==> config.mk <==
export PLATFORM = sky130hd
export DESIGN_NAME = bcs_sequencer
export DESIGN_NICKNAME = d
export VERILOG_FILES = /design/src/logic/bcs_pkg.sv /design/src/logic/bcs_sequencer.sv /design/src/logic/bcs_sync.sv
export VERILOG_INCLUDE_DIRS = /design/src /design/src/logic
export SDC_FILE = /design/constraint.sdc
export NUM_CORES = 1
export LEC_CHECK = 0
export BUFFER_PORTS_ARGS = -buffer_cell sky130_fd_sc_hd__clkbuf_2
export CAP_MARGIN = 30
export CORE_MARGIN = 2
export CORE_UTILIZATION = 40
export DETAILED_ROUTE_END_ITERATION = 8
export PLACE_DENSITY = 0.74
export SLEW_MARGIN = 20
export SYNTH_ARGS = -nofsm -noshare
export SYNTH_HDL_FRONTEND = slang
export SYNTH_SLANG_ARGS = --single-unit
==> constraint.sdc <==
create_clock -name i_ref_clk -period 3.8 [get_ports i_ref_clk]
set_input_delay 0.19 -clock i_ref_clk [delete_from_list [all_inputs] [get_ports i_ref_clk]]
set_output_delay 0.19 -clock i_ref_clk [all_outputs]
set_load 0.005 [all_outputs]
==> src/logic/bcs_map.svh <==
// Purpose: Timing counts and routing codes for the bypass contactor sequencer.
// Assumes: 50 MHz reference clock, 20 ns period.
// Notes: Times are in milliseconds; cycle counts derive from them.
`ifndef BCS_MAP_SVH
`define BCS_MAP_SVH
`define BCS_CLK_HZ 50000000
`define BCS_INTERLOCK_MS 1000
`define BCS_START_WAIT_MS 500
`define BCS_INTERLOCK_CYC ((`BCS_CLK_HZ / 1000) * `BCS_INTERLOCK_MS)
`define BCS_START_WAIT_CYC ((`BCS_CLK_HZ / 1000) * `BCS_START_WAIT_MS)
`define BCS_FN_THERMAL 8'h07
`define BCS_FN_INPUT_MC 8'h11
`define BCS_FN_BYPASS_MC 8'h12
`define BCS_FN_OUTPUT_MC 8'h13
`endif

==> src/logic/bcs_pkg.sv <==
// Purpose: Types shared by the sequencer files.
// Assumes: Nothing beyond the map header.
// Notes: One-hot sequencing states.
`default_nettype none
package bcs_pkg;
    typedef enum logic [4:0] {
        ST_IDLE = 5'h01,
        ST_GAP_TO_INV = 5'h02,
        ST_INV_WAIT = 5'h04,
        ST_INV_RUN = 5'h08,
        ST_GAP_TO_BYP = 5'h10
    } bcs_state_t;
endpackage
`default_nettype wire

==> src/logic/bcs_sequencer.sv <==
// Purpose: Drives input, bypass and output contactors for bypass switchover.
// Assumes: Single 50 MHz clock, synchronous active-high reset.
// Notes: Delay counts are parameters so a bench can shorten them.
// Operation
// RULE1 - Input contactor on; opens on fault until reset.
// RULE2 - Bypass on in bypass, fault per select, thermal.
// RULE3 - Output contactor only on in inverter operation; the code holds it at its last state while permit is low or init is high.
// RULE4 - No operation without permit; bypass off then.
// RULE5 - Select high inverter, low bypass, permit only.
// RULE6 - Run commands honored with permit and inverter.
// RULE7 - Thermal abnormal opens all three contactors.
// RULE8 - Hold on no change; init forces bypass off.
// RULE9 - Controls routed to terminals by codes 17-19.
// RULE10 - Interlock delay between bypass and output closing.
// RULE11 - Start delay after output contactor closes.
// RULE12 - Fault coasts, or switches to bypass if selected.
// RULE13 - Inputs synchronised, outputs registered, no glitches.
`include "bcs_map.svh"
`default_nettype none
module bcs_sequencer #(
    parameter int INTERLOCK_CYC = `BCS_INTERLOCK_CYC, // Interlock delay.
    parameter int START_WAIT_CYC = `BCS_START_WAIT_CYC, // Start delay.
    parameter int NUM_TERM = 7 // Output terminals to route onto.
) (
    input wire logic i_ref_clk, // Reference clock, 50 MHz.
    input wire logic i_reset, // Synchronous reset, active high.
    input wire logic i_run_permit, // Bypass/inverter operation enable.
    input wire logic i_inverter_select, // High inverter, low bypass.
    input wire logic i_forward_run, // Forward run command.
    input wire logic i_reverse_run, // Reverse run command.
    input wire logic i_thermal_ok, // High while motor is normal.
    input wire logic i_status_init, // Operating status initialisation.
    input wire logic i_inverter_fault, // Inverter fault present.
    input wire logic i_fault_is_excluded, // Fault is thermal or processor.
    input wire logic i_fault_bypass_select, // 1 switches to bypass on a fault that is not excluded.
    input wire logic [7:0] i_term_code [NUM_TERM], // Terminal function codes.
    output logic o_input_contactor, // Input contactor coil.
    output logic o_bypass_contactor, // Bypass contactor coil.
    output logic o_output_contactor, // Output contactor coil.
    output logic o_drive_forward, // Inverter drives forward.
    output logic o_drive_reverse, // Inverter drives reverse.
    output logic [NUM_TERM-1:0] o_term // Routed output terminals.
);
    localparam int CW = 32; // Counter width covers any legal delay.

    // Refuse, at elaboration, delays that the counters cannot serve and an empty terminal set.
    if (INTERLOCK_CYC < 1 || START_WAIT_CYC < 1) begin : g_bad_delay
        $error("bcs_sequencer delays must be at least one cycle.");
    end
    if (NUM_TERM < 1) begin : g_bad_term
        $error("bcs_sequencer needs one terminal.");
    end

    logic [7:0] raw_in; // Raw control inputs bundled for syncing.
    logic [7:0] syn; // Synchronised control inputs.

    assign raw_in = {i_fault_bypass_select, i_fault_is_excluded,
                     i_inverter_fault, i_status_init, i_thermal_ok,
                     i_reverse_run, i_forward_run,
                     i_run_permit ^ 1'b0 ? i_inverter_select : 1'b0};

    // Every control input passes through two flops before use.
    bcs_sync #(.WIDTH(8)) u_sync ( // RULE13
        .i_ref_clk(i_ref_clk),
        .i_reset(i_reset),
        .i_async(raw_in),
        .o_sync(syn)
    );

    logic permit_q; // Synchronised permit, kept apart from the bundle.
    logic permit_m_q; // First permit stage.
    logic permit_d;
    logic permit_m_d;
    logic sel; // Synchronised inverter select (gated by permit).
    logic fwd;
    logic rev;
    logic therm_ok;
    logic init;
    logic fault;
    logic excl;
    logic fbs;

    assign sel = syn[0];
    assign fwd = syn[1];
    assign rev = syn[2];
    assign therm_ok = syn[3];
    assign init = syn[4];
    assign fault = syn[5];
    assign excl = syn[6];
    assign fbs = syn[7];

    // Separate permit synchroniser.
    always_comb begin
        permit_m_d = i_reset ? 1'b0 : i_run_permit; // RULE13
        permit_d = i_reset ? 1'b0 : permit_m_q;
    end

    always_ff @(posedge i_ref_clk) begin
        permit_m_q <= permit_m_d;
        permit_q <= permit_d;
    end

    // Sequencing state.
    bcs_pkg::bcs_state_t state_q, state_d;
    logic [CW-1:0] cnt_q, cnt_d; // Delay counter.
    logic tripped_q, tripped_d; // Fault latched; input stays open.
    logic byp_fault_q, byp_fault_d; // Fault switched us to bypass.
    logic mc1_q, mc1_d;
    logic mc2_q, mc2_d;
    logic mc3_q, mc3_d;
    logic fwd_q, fwd_d;
    logic rev_q, rev_d;
    logic [NUM_TERM-1:0] term_q, term_d;

    // Counter reload value, used in several transitions.
    function automatic logic [CW-1:0] load(input int cyc);
        load = CW'(cyc - 1);
    endfunction

    // Next-state and contactor logic. Priority: thermal, fault, init,
    // permit, then select and run handling.
    always_comb begin
        state_d = state_q;
        cnt_d = (cnt_q != '0) ? cnt_q - CW'(1) : cnt_q;
        tripped_d = tripped_q;
        byp_fault_d = byp_fault_q;
        mc1_d = mc1_q;
        mc2_d = mc2_q; // RULE8
        mc3_d = mc3_q;
        fwd_d = 1'b0;
        rev_d = 1'b0;
        if (fault && !tripped_q) begin
            // A fault opens the input and output contactors at once.
            tripped_d = 1'b1; // RULE1
            byp_fault_d = fbs && !excl; // RULE12
            state_d = bcs_pkg::ST_IDLE;
        end
        if (!therm_ok) begin
            // Restart the gap so that a latched fault cannot reclose the
            // bypass side the moment the motor reads normal again.
            cnt_d = load(INTERLOCK_CYC); // RULE10
            mc1_d = 1'b0; // RULE7
            mc2_d = 1'b0; // RULE2
            mc3_d = 1'b0;
            state_d = bcs_pkg::ST_IDLE;
        end else if (tripped_q || (fault && !tripped_q)) begin
            // Input open until reset; bypass as fault selection says.
            mc1_d = 1'b0; // RULE1
            mc3_d = 1'b0; // RULE3
            if (byp_fault_d && mc3_q) begin
                // Interlock gap still applies on the way to bypass.
                mc2_d = 1'b0;
                cnt_d = load(INTERLOCK_CYC); // RULE10
            end else if (byp_fault_d && cnt_q == '0 && !mc3_q) begin
                mc2_d = 1'b1; // RULE2
            end else if (!byp_fault_d) begin
                mc2_d = 1'b0; // RULE12
            end
        end else if (init) begin
            mc2_d = 1'b0; // RULE8
            state_d = bcs_pkg::ST_IDLE;
        end else if (!permit_q) begin
            mc1_d = 1'b1; // RULE4
            mc2_d = 1'b0; // RULE4
            state_d = bcs_pkg::ST_IDLE;
        end else begin
            mc1_d = 1'b1; // RULE1
            case (state_q)
                bcs_pkg::ST_IDLE: begin
                    // Open both sides, then wait out the interlock.
                    mc2_d = 1'b0;
                    mc3_d = 1'b0;
                    cnt_d = load(INTERLOCK_CYC);
                    state_d = sel ? bcs_pkg::ST_GAP_TO_INV
                                  : bcs_pkg::ST_GAP_TO_BYP; // RULE5
                end
                bcs_pkg::ST_GAP_TO_INV: begin
                    if (!sel) begin
                        state_d = bcs_pkg::ST_IDLE;
                    end else if (cnt_q == '0) begin
                        mc3_d = 1'b1; // RULE10
                        cnt_d = load(START_WAIT_CYC);
                        state_d = bcs_pkg::ST_INV_WAIT;
                    end
                end
                bcs_pkg::ST_INV_WAIT: begin
                    if (!sel) begin
                        state_d = bcs_pkg::ST_IDLE;
                    end else if (cnt_q == '0) begin
                        state_d = bcs_pkg::ST_INV_RUN; // RULE11
                    end
                end
                bcs_pkg::ST_INV_RUN: begin
                    if (!sel) begin
                        state_d = bcs_pkg::ST_IDLE;
                    end else begin
                        // Forward wins if both commands are given.
                        fwd_d = fwd; // RULE6
                        rev_d = rev && !fwd; // RULE6
                    end
                end
                bcs_pkg::ST_GAP_TO_BYP: begin
                    if (sel) begin
                        state_d = bcs_pkg::ST_IDLE;
                    end else if (cnt_q == '0) begin
                        mc2_d = 1'b1; // RULE5
                    end
                end
                default: begin
                    state_d = bcs_pkg::ST_IDLE;
                end
            endcase
        end
        // Terminal routing by function code.
        for (int t = 0; t < NUM_TERM; t++) begin
            case (i_term_code[t])
                `BCS_FN_INPUT_MC: term_d[t] = mc1_d; // RULE9
                `BCS_FN_BYPASS_MC: term_d[t] = mc2_d; // RULE9
                `BCS_FN_OUTPUT_MC: term_d[t] = mc3_d; // RULE9
                default: term_d[t] = 1'b0;
            endcase
        end
        if (i_reset) begin
            state_d = bcs_pkg::ST_IDLE;
            cnt_d = '0;
            tripped_d = 1'b0; // RULE1
            byp_fault_d = 1'b0;
            mc1_d = 1'b0;
            mc2_d = 1'b0;
            mc3_d = 1'b0;
            fwd_d = 1'b0;
            rev_d = 1'b0;
            term_d = '0;
        end
    end

    // Register all sequencing state; outputs come straight from here.
    always_ff @(posedge i_ref_clk) begin
        state_q <= state_d;
        cnt_q <= cnt_d;
        tripped_q <= tripped_d;
        byp_fault_q <= byp_fault_d;
        mc1_q <= mc1_d; // RULE13
        mc2_q <= mc2_d;
        mc3_q <= mc3_d;
        fwd_q <= fwd_d;
        rev_q <= rev_d;
        term_q <= term_d;
    end

    assign o_input_contactor = mc1_q;
    assign o_bypass_contactor = mc2_q;
    assign o_output_contactor = mc3_q;
    assign o_drive_forward = fwd_q;
    assign o_drive_reverse = rev_q;
    assign o_term = term_q;
endmodule
`default_nettype wire

==> src/logic/bcs_sync.sv <==
// Purpose: Two-flop synchroniser for a bundle of control inputs.
// Assumes: Inputs may change at any time relative to the clock.
// Notes: The first stage feeds only the second stage.
`default_nettype none
module bcs_sync #(
    parameter int WIDTH = 8
) (
    input wire logic i_ref_clk, // Reference clock.
    input wire logic i_reset, // Synchronous reset, active high.
    input wire logic [WIDTH-1:0] i_async, // Raw inputs.
    output logic [WIDTH-1:0] o_sync // Synchronised inputs.
);
    logic [WIDTH-1:0] meta_q; // First stage.
    logic [WIDTH-1:0] meta_d; // First stage next value.
    logic [WIDTH-1:0] sync_q; // Second stage.
    logic [WIDTH-1:0] sync_d; // Second stage next value.

    // Refuse, at elaboration, an empty bundle.
    if (WIDTH < 1) begin : g_bad_width
        $error("bcs_sync needs WIDTH of at least one.");
    end

    // Next values; reset clears both stages.
    always_comb begin
        meta_d = i_reset ? '0 : i_async;
        sync_d = i_reset ? '0 : meta_q;
    end

    // Register both stages.
    always_ff @(posedge i_ref_clk) begin
        meta_q <= meta_d;
        sync_q <= sync_d;
    end

    assign o_sync = sync_q;
endmodule
`default_nettype wire

==> impl_metrics.yaml, run 1 <==
run_status:
  status: "complete, no violations"
cts:
  post_cts_resized: 0
  postCtsHoldBufs: 0
  cts_max_level: 3
  cts.sinks: 69
  cts_max_path_buffers: 2
  clock_latency_ns: 0.35
  cts_tree: "yes"
  numCtsBuffers: 9
  clockRootBuffer: "clkbuf_8"
  post_cts.repair.setup_buffers: 0
  path_clk_slew_ns: 0.07
power:
  p_sw_share_pct: 22.8
  p_comb_share_pct: 7.8
  p_seq_share_pct: 47.7
  switchingPower_uw: 367
  p_per_area_mw_per_mm2: 378
  leakagePower_nw: 1.60
  p_clk_share_pct: 44.5
  peakVddDrop_v: 0.000330
  internal_power_mw: 1.24
drt:
  wl_met2_mm: 4.43
  ant_nets: 0
  dr.first_iter.drc_count: 128
  drt-met1-wl_mm: 3.88
  wire_per_inst_um: 15.0
  wirelength_mm: 8.95
  highest_layer: "met4"
  vias: 3449
  wl_met3_um: 505
  first_pass_iters: 4
  via_per_inst: 5.79
  drc_errors: 0
sta:
  setup_tns_ns: 0
  tightest_slew_ns: 0.774
  hold-worst-slack_ns: 0.0339
  min_period_over_period_pct: 74.4
  fmax_mhz: 354
  rsz0062_at_grt: "no"
  maxSlewViolCount: 0
  maxSlewHeadroom_pct: 47.7
  period_minus_slack_ns: 2.83
  hold_viol_final: 0
  skew_ns: 0.0104
  setup_viol: 0
synthesis:
  synth_common_cells: "dfxtp_1, nor2_1, a21oi_1"
  ys_warn_count: 0
  async_reset_ff_share_pct: 0
  ys_seq_area_share_pct: 38.8
  synth_enable_flop_cells: 0
  synth_area_per_cell_um2: 8.61
  syn_area_mm2: 0.00356
  ys.flop_type: "dfxtp_1"
  ys_top_cells_by_area: "dfxtp_1, or4_1, nor2b_1"
  synth_top_area_cell: "dfxtp_1"
  synthCells: 414
  yosysMostFrequentCell: "dfxtp_1"
  synth_nets: 483
  yosysUniqueCellTypes: 55
  synth_top_area_share_pct: 38.8
  ys_ff_latch: 69
placement:
  place_congestion: 0.900
  portBuffers: 78
  post-dp-hpwl_mm: 6.47
critical_path:
  worstPathArrival_ns: 3.13
  worst_setup_path_end_kind: "flop"
  r2r_slack_ns: 0.97
  path_class: "reg2reg"
  path_max_fanout: 12
  crit_path_start_kind: "flop"
  cp.required_ns: 4.10
cells_and_area:
  syn_to_final_growth_pct: 19.4
  nets: 552
  num_antenna_cells: 0
  layout-drive-gt1-share_pct: 22.3
  n_fill_cell: 855
  fin_util_pct: 49.0
die:
  initial_utilization_pct: 41.1
  die_area_mm2: 0.00968
  die_w_um: 98.4
  core-area_mm2: 0.00868
  ioPinCount: 79
  die_h_um: 98.4
  rows: 34
grt:
  antenna_found_initial: 0
  grt_max_degree: 48
  grt_pass1_wl_mm: 15.3
  overflow: 0
  grt_usage_pct: 19.1
  grt_pass1_vias: 3390
worst_hold_path:
  hp-class: "in2reg"
job:
  max-cap-violations: 0
[sequential cells by signal, summed over array words and instances (netlist names), 5 cells and up]
| signal | count |
|---|---|
| u_sync.o_sync | 8 |
| cnt_q | 32 |
| o_term | 7 |
| state_q | 5 |
| u_sync.meta_q | 8 |
[logic make-up (layout without fill, tap and decap cells)]
group	Yosys count	in the layout	share of synthesized area [%]
simple gates	188	188	31.5
compound gates	97	97	19.2
flops	69	69	38.8
buf+inv	35	109	3.83
xor+xnor	15	15	3.69
mux	8	8	2.28
fa+ha+maj	2	2	0.702
[critical path, cell delays in order, from the launching register on]
cell	delay, ns
dfxtp_1	0.34
or4_1	0.62
nor2_1	0.64
a41oi_1	0.55
a211oi_1	0.40
o2111a_1	0.22
[final timing paths]
| path | from | to | depth (start not counted) |
|---|---|---|---|
| worst max-delay path | cnt_q[15] | o_term[4] | 5 |
| worst min-delay path | i_inverter_select | u_sync.meta_q[0] | 2 |
| worst max register to register | cnt_q[15] | o_term[4] | 5 |
| worst min register to register | u_sync.o_sync[1] | o_drive_reverse | 1 |
[power by group through the flow]
stage / logic [mW] / registers [mW] / clock network, mW
final: 0.126 / 0.768 / 0.717
after global routing: 0.141 / 0.771 / 0.758
after CTS: 0.126 / 0.767 / 0.732
after detailed placement: 0.125 / 0.784 / 0
after global placement: 0.122 / 0.783 / 0
after floorplan: 0.0746 / 0.776 / 0
[metal layers]
| metal | vias to the layer above | GRT usage (%) |
|---|---|---|
| met1 | 1591 | 23.4 |
| met2 | 115 | 32.7 |
| met5 | - | 0 |
| met4 | 0 | 6.11 |
| li1 | 1726 | - |
| met3 | 17 | 5.23 |
[cells in the final DEF (no fill, tap or decap), types with 3 or more instances in the layout]
| cell type | count |
|---|---|
| clkbuf_8 | 9 |
| o2111a_1 | 7 |
| and3_1 | 3 |
| nand2_1 | 17 |
| mux2i_1 | 7 |
| and2_1 | 3 |
| nor3_1 | 15 |
| or2_2 | 4 |
| nand4_1 | 9 |
| a211oi_1 | 11 |
| nand2b_1 | 8 |
| nor3b_1 | 3 |
| nor4b_1 | 7 |
| or4_1 | 21 |
| nor4_1 | 17 |
| nand3_1 | 7 |
| a21oi_1 | 26 |
| o21ai_0 | 11 |
| clkbuf_2 | 78 |
| o31ai_1 | 11 |
| xnor2_1 | 10 |
| inv_1 | 13 |
| a31oi_1 | 13 |
| nor2b_1 | 24 |
| xor2_1 | 5 |
| bufinv_16 | 3 |
| dfxtp_1 | 69 |
| nor2_1 | 28 |
| or3_1 | 9 |
[area by class of cell]
type | count | area [um2] | area share [%]
multi-input cells | 310 | 2050 | 48.1
flip-flops and latches | 69 | 1380 | 32.5
repair buffers | 80 | 405 | 9.53
well taps | 108 | 135 | 3.18
clock buffers | 10 | 128 | 3.00
clock inverters | 6 | 111 | 2.62
inverters | 13 | 48.8 | 1.15
[metrics by stage]
| step | cells | power, mW | cell area, um2 | setup WS, ns |
|---|---|---|---|---|
| 6_report | 596 | 1.61 | 4260 | 0.972 |
| 3_3_place_gp | 580 | 0.905 | 4020 | 1.14 |
| 4_1_cts | 596 | 1.62 | 4260 | 0.991 |
| 5_1_grt | 596 | 1.67 | 4260 | 0.817 |
| 2_1_floorplan | 414 | 0.851 | 3560 | 1.50 |
| 3_5_place_dp | 580 | 0.909 | 4020 | 1.00 |
(Power assumes the default switching activity.)
==> run 2: changes to the inputs <==
- PLACE_DENSITY: 0.74 -> 0.76
- clock period: 3.8 -> 2.55 ns (I/O delays scaled with it)
==> impl_metrics.yaml, run 2 (synthesized netlist as in run 1, its figures left out) <==
cts:
  cts_max_path_buffers: 2
  clock_latency_ns: 0.35
  numCtsBuffers: 9
  cts_tree: "yes"
  cts_max_level: 3
  path_clk_slew_ns: 0.07
  cts.sinks: 69
  clockRootBuffer: "clkbuf_8"
die:
  ioPinCount: 79
  initial_utilization_pct: 41.1
  rows: 34
  core-area_mm2: 0.00868
  die_w_um: 98.4
  die_area_mm2: 0.00968
  die_h_um: 98.4
sta:
  fmax_mhz: 415
  setup_tns_ns: 0
  tightest_slew_ns: 0.747
  setup_viol: 0
  min_period_over_period_pct: 94.4
  maxSlewHeadroom_pct: 50.1
  rsz0062_at_grt: "no"
  skew_ns: 0.00707
  hold-worst-slack_ns: 0.0152
  maxSlewViolCount: 0
  fin_ws_ns: 0.143
  hold_viol_final: 0
  period_minus_slack_ns: 2.41
cells_and_area:
  fin_util_pct: 51.6
  n_fill_cell: 828
  largest_reg_flops: 32
  layout-drive-gt1-share_pct: 25.7
  syn_to_final_growth_pct: 25.8
  design_area_mm2: 0.00448
  num_antenna_cells: 0
  final_cell_mix: "clkbuf_2, dfxtp_1, nor2_1"
  finalNonFillerCells: 625
  final_common_cell: "clkbuf_2"
  top_register: "cnt_q"
  nets: 581
grt:
  grt_max_degree: 26
  antenna_found_initial: 0
  overflow: 0
  grt_usage_pct: 19.8
  grt_pass1_vias: 3464
  grt_pass1_wl_mm: 15.7
placement:
  place_congestion: 0.919
  portBuffers: 78
  post-dp-hpwl_mm: 6.86
  place_area_mm2: 0.00417
  pre_cts_slack_ns: 0.0978
  dp.cells: 601
drt:
  dr.first_iter.drc_count: 138
  via_per_inst: 5.73
  wire_per_inst_um: 15.1
  ant_nets: 0
  drc_errors: 0
  wirelength_mm: 9.44
  first_pass_iters: 4
  vias: 3583
power:
  peakVddDrop_v: 0.000407
  leakagePower_nw: 1.73
  p_per_area_mw_per_mm2: 516
  power.total_mw: 2.31
job:
  max-cap-violations: 0
critical_path:
  path_class: "reg2reg"
  worst_setup_path_end_kind: "flop"
  cp.required_ns: 2.84
  path_max_fanout: 5
  crit_path_start_kind: "flop"
  worstPathArrival_ns: 2.69
  r2r_slack_ns: 0.14
worst_hold_path:
  hp-class: "in2reg"
run_status:
  status: "complete, no violations"
-- run 2: metal layers --
layer	track usage (%)	share of wire [%]	vias to the layer above	routed length, um
met5	0	0	-	0
met1	24.0	44	1695	4110
met2	34.6	50	105	4750
li1	-	-	1774	-
met4	5.58	0.56	0	53
met3	5.30	5.6	9	529
-- run 2: power breakdown --
group          switching, mW  internal, mW  leakage, nW
clock                  0.413         0.546        0.107
sequential            0.0307          1.11        0.567
combinational          0.106         0.107         1.06
-- run 2: area by class of cell --
| type | count | area (um2) | area share [%] |
|---|---|---|---|
| Multi-Input combinational cell | 310 | 2070 | 46.1 |
| Sequential cell | 69 | 1380 | 30.8 |
| Timing Repair Buffer | 109 | 643 | 14.3 |
| Tap cell | 108 | 135 | 3.02 |
| Clock buffer | 11 | 131 | 2.93 |
| Clock inverter | 5 | 75.1 | 1.68 |
| Inverter | 13 | 48.8 | 1.09 |
-- run 2: worst paths after layout --
path	to	depth (start not counted)	from
max	cnt_q[18]	6	cnt_q[0]
min reg2reg	o_drive_reverse	1	u_sync.o_sync[1]
min	o_term[0]	3	i_term_code[53]
max reg2reg	cnt_q[18]	6	cnt_q[0]
-- run 2: timing repair --
item / 4_1_cts / 5_1_grt
hold buffers: 8 / 0
hold endpoints to repair: 8 / 0
gates resized for setup: 0 / 5
setup endpoints to repair: 0 / 7
setup buffers: 0 / 0
-- run 2: worst max-delay path: stages (launching register included) --
cell and delay, ns:
dfxtp_1 0.34, inv_1 0.07, ha_1 0.21, or4b_4 0.52
or4_4 0.59, or4_1 0.48, a21oi_1 0.14
==> run 3: changes to the inputs <==
- ABC_AREA: not set -> 0
- REMOVE_ABC_BUFFERS: not set -> 1
==> impl_metrics.yaml, run 3 (synthesized netlist as in run 1, its figures left out) <==
placement:
  post-dp-hpwl_mm: 7.06
  place_congestion: 0.902
  portBuffers: 78
grt:
  antenna_found_initial: 0
  overflow: 0
  grt_usage_pct: 20.1
  grt_max_degree: 43
  grt_pass1_vias: 3445
  grt_pass1_wl_mm: 16.1
sta:
  fmax_mhz: 408
  hold_viol_final: 0
  tightest_slew_ns: 0.733
  min_period_over_period_pct: 96.2
  rsz0062_at_grt: "yes"
  maxSlewViolCount: 0
  skew_ns: 0.0125
  hold-worst-slack_ns: 0.0124
  period_minus_slack_ns: 2.45
  setup_tns_ns: 0
  maxSlewHeadroom_pct: 50.9
  setup_viol: 0
power:
  p_per_area_mw_per_mm2: 526
  leakagePower_nw: 1.73
  peakVddDrop_v: 0.000335
critical_path:
  cp.buffers_inverters: 0
  r2r_slack_ns: 0.1
  path_max_fanout: 12
  crit_chain: "or3_1 -> nor4b_1 -> nand4_1 -> and2_1 -> a21oi_1"
  cp_top_family: "simple AND/OR/NAND/NOR gates"
  path_depth: 5
  r2r-end: "cnt_q[1]"
  crit_end: "cnt_q[1]"
  startpoint: "state_q[3]"
  reg2reg_from: "state_q[3]"
  crit_path_start_kind: "flop"
  cp.required_ns: 2.81
  crit_path_max_incr_delay_ns: 0.62
  cp_slowest_cell: "nor4b_1"
  rr_worst_depth: 5
  worst_setup_path_end_kind: "flop"
  worstPathArrival_ns: 2.71
  path_class: "reg2reg"
drt:
  first_pass_iters: 4
  wire_per_inst_um: 15.4
  drc_errors: 0
  dr.first_iter.drc_count: 177
  ant_nets: 0
  wirelength_mm: 9.57
  via_per_inst: 5.78
  vias: 3597
cts:
  cts.sinks: 69
  clock_latency_ns: 0.35
  path_clk_slew_ns: 0.08
  clockRootBuffer: "clkbuf_8"
  cts_max_path_buffers: 2
  numCtsBuffers: 9
  cts_max_level: 3
  cts_tree: "yes"
die:
  rows: 34
  ioPinCount: 79
  initial_utilization_pct: 41.1
  die_w_um: 98.4
  die_h_um: 98.4
  core-area_mm2: 0.00868
  die_area_mm2: 0.00968
cells_and_area:
  syn_to_final_growth_pct: 25.4
  num_antenna_cells: 0
  top_register: "cnt_q"
  nets: 578
  largest_reg_flops: 32
  final_common_cell: "clkbuf_2"
  layout-drive-gt1-share_pct: 25.7
  final_cell_mix: "clkbuf_2, dfxtp_1, nor2_1"
worst_hold_path:
  hp-class: "in2reg"
  worstHoldPathCells: 2
run_status:
  status: "complete, no violations"
job:
  max-cap-violations: 0
run 3: worst min-delay path by stage:
stage,from,end,slack (ns)
6_report,i_fault_is_excluded,u_sync.meta_q[6],0.01
5_1_grt,i_fault_is_excluded,u_sync.meta_q[6],0.01
4_1_cts,i_run_permit,permit_m_q,0.002
3_5_place_dp,i_status_init,u_sync.meta_q[4],0.34
3_3_place_gp,i_inverter_select,u_sync.meta_q[0],0.33
2_1_floorplan,i_reset,byp_fault_q,0.20
run 3: final cells by class:
class / instances / area [um2]
Clock buffer: 11 / 141
Clock inverter: 5 / 82.6
Fill cell: 820 / 4210
Inverter: 13 / 48.8
Multi-Input combinational cell: 310 / 2050
Sequential cell: 69 / 1380
Tap cell: 108 / 135
Timing Repair Buffer: 106 / 626
run 3: repair_timing:
| action | in CTS | in global routing |
|---|---|---|
| hold endpoints to repair | 5 | 0 |
| endpoints found under the setup margin | 0 | 7 |
| resized for setup | 0 | 2 |
| hold buffers | 5 | 0 |
| setup buffers | 0 | 0 |
run 3: routing by layer:
layer	GRT usage [%]	vias to the layer above	share of wire, %
met5	0	-	0
met4	6.32	0	1.6
met3	4.08	18	5.0
met2	34.2	106	50
met1	25.7	1708	43
li1	-	1765	-
run 3: worst register-to-register path: stages, from the launching register on:
cell and delay, ns:
dfxtp_1 0.42, or3_1 0.47, nor4b_1 0.62, nand4_1 0.27
and2_1 0.38, a21oi_1 0.23
run 3: per-stage QoR:
stage | instances | area, um2 | setup WS, ns | power [mW] | utilization, %
3_3_place_gp | 601 | 4190 | 0.167 | 1.36 | 48.2
4_1_cts | 622 | 4460 | 0.0960 | 2.37 | 51.4
3_5_place_dp | 601 | 4190 | 0.105 | 1.37 | 48.2
6_report | 622 | 4470 | 0.0974 | 2.35 | 51.5
2_1_floorplan | 392 | 3480 | 0.252 | 1.26 | -
5_1_grt | 622 | 4470 | -0.0201 | 2.45 | 51.5
run 3: power by group:
part | leakage, nW | switching, mW | internal, mW | total [mW]
registers | 0.567 | 0.0308 | 1.11 | 1.14
logic | 1.05 | 0.106 | 0.106 | 0.211
clock network | 0.114 | 0.418 | 0.581 | 0.999
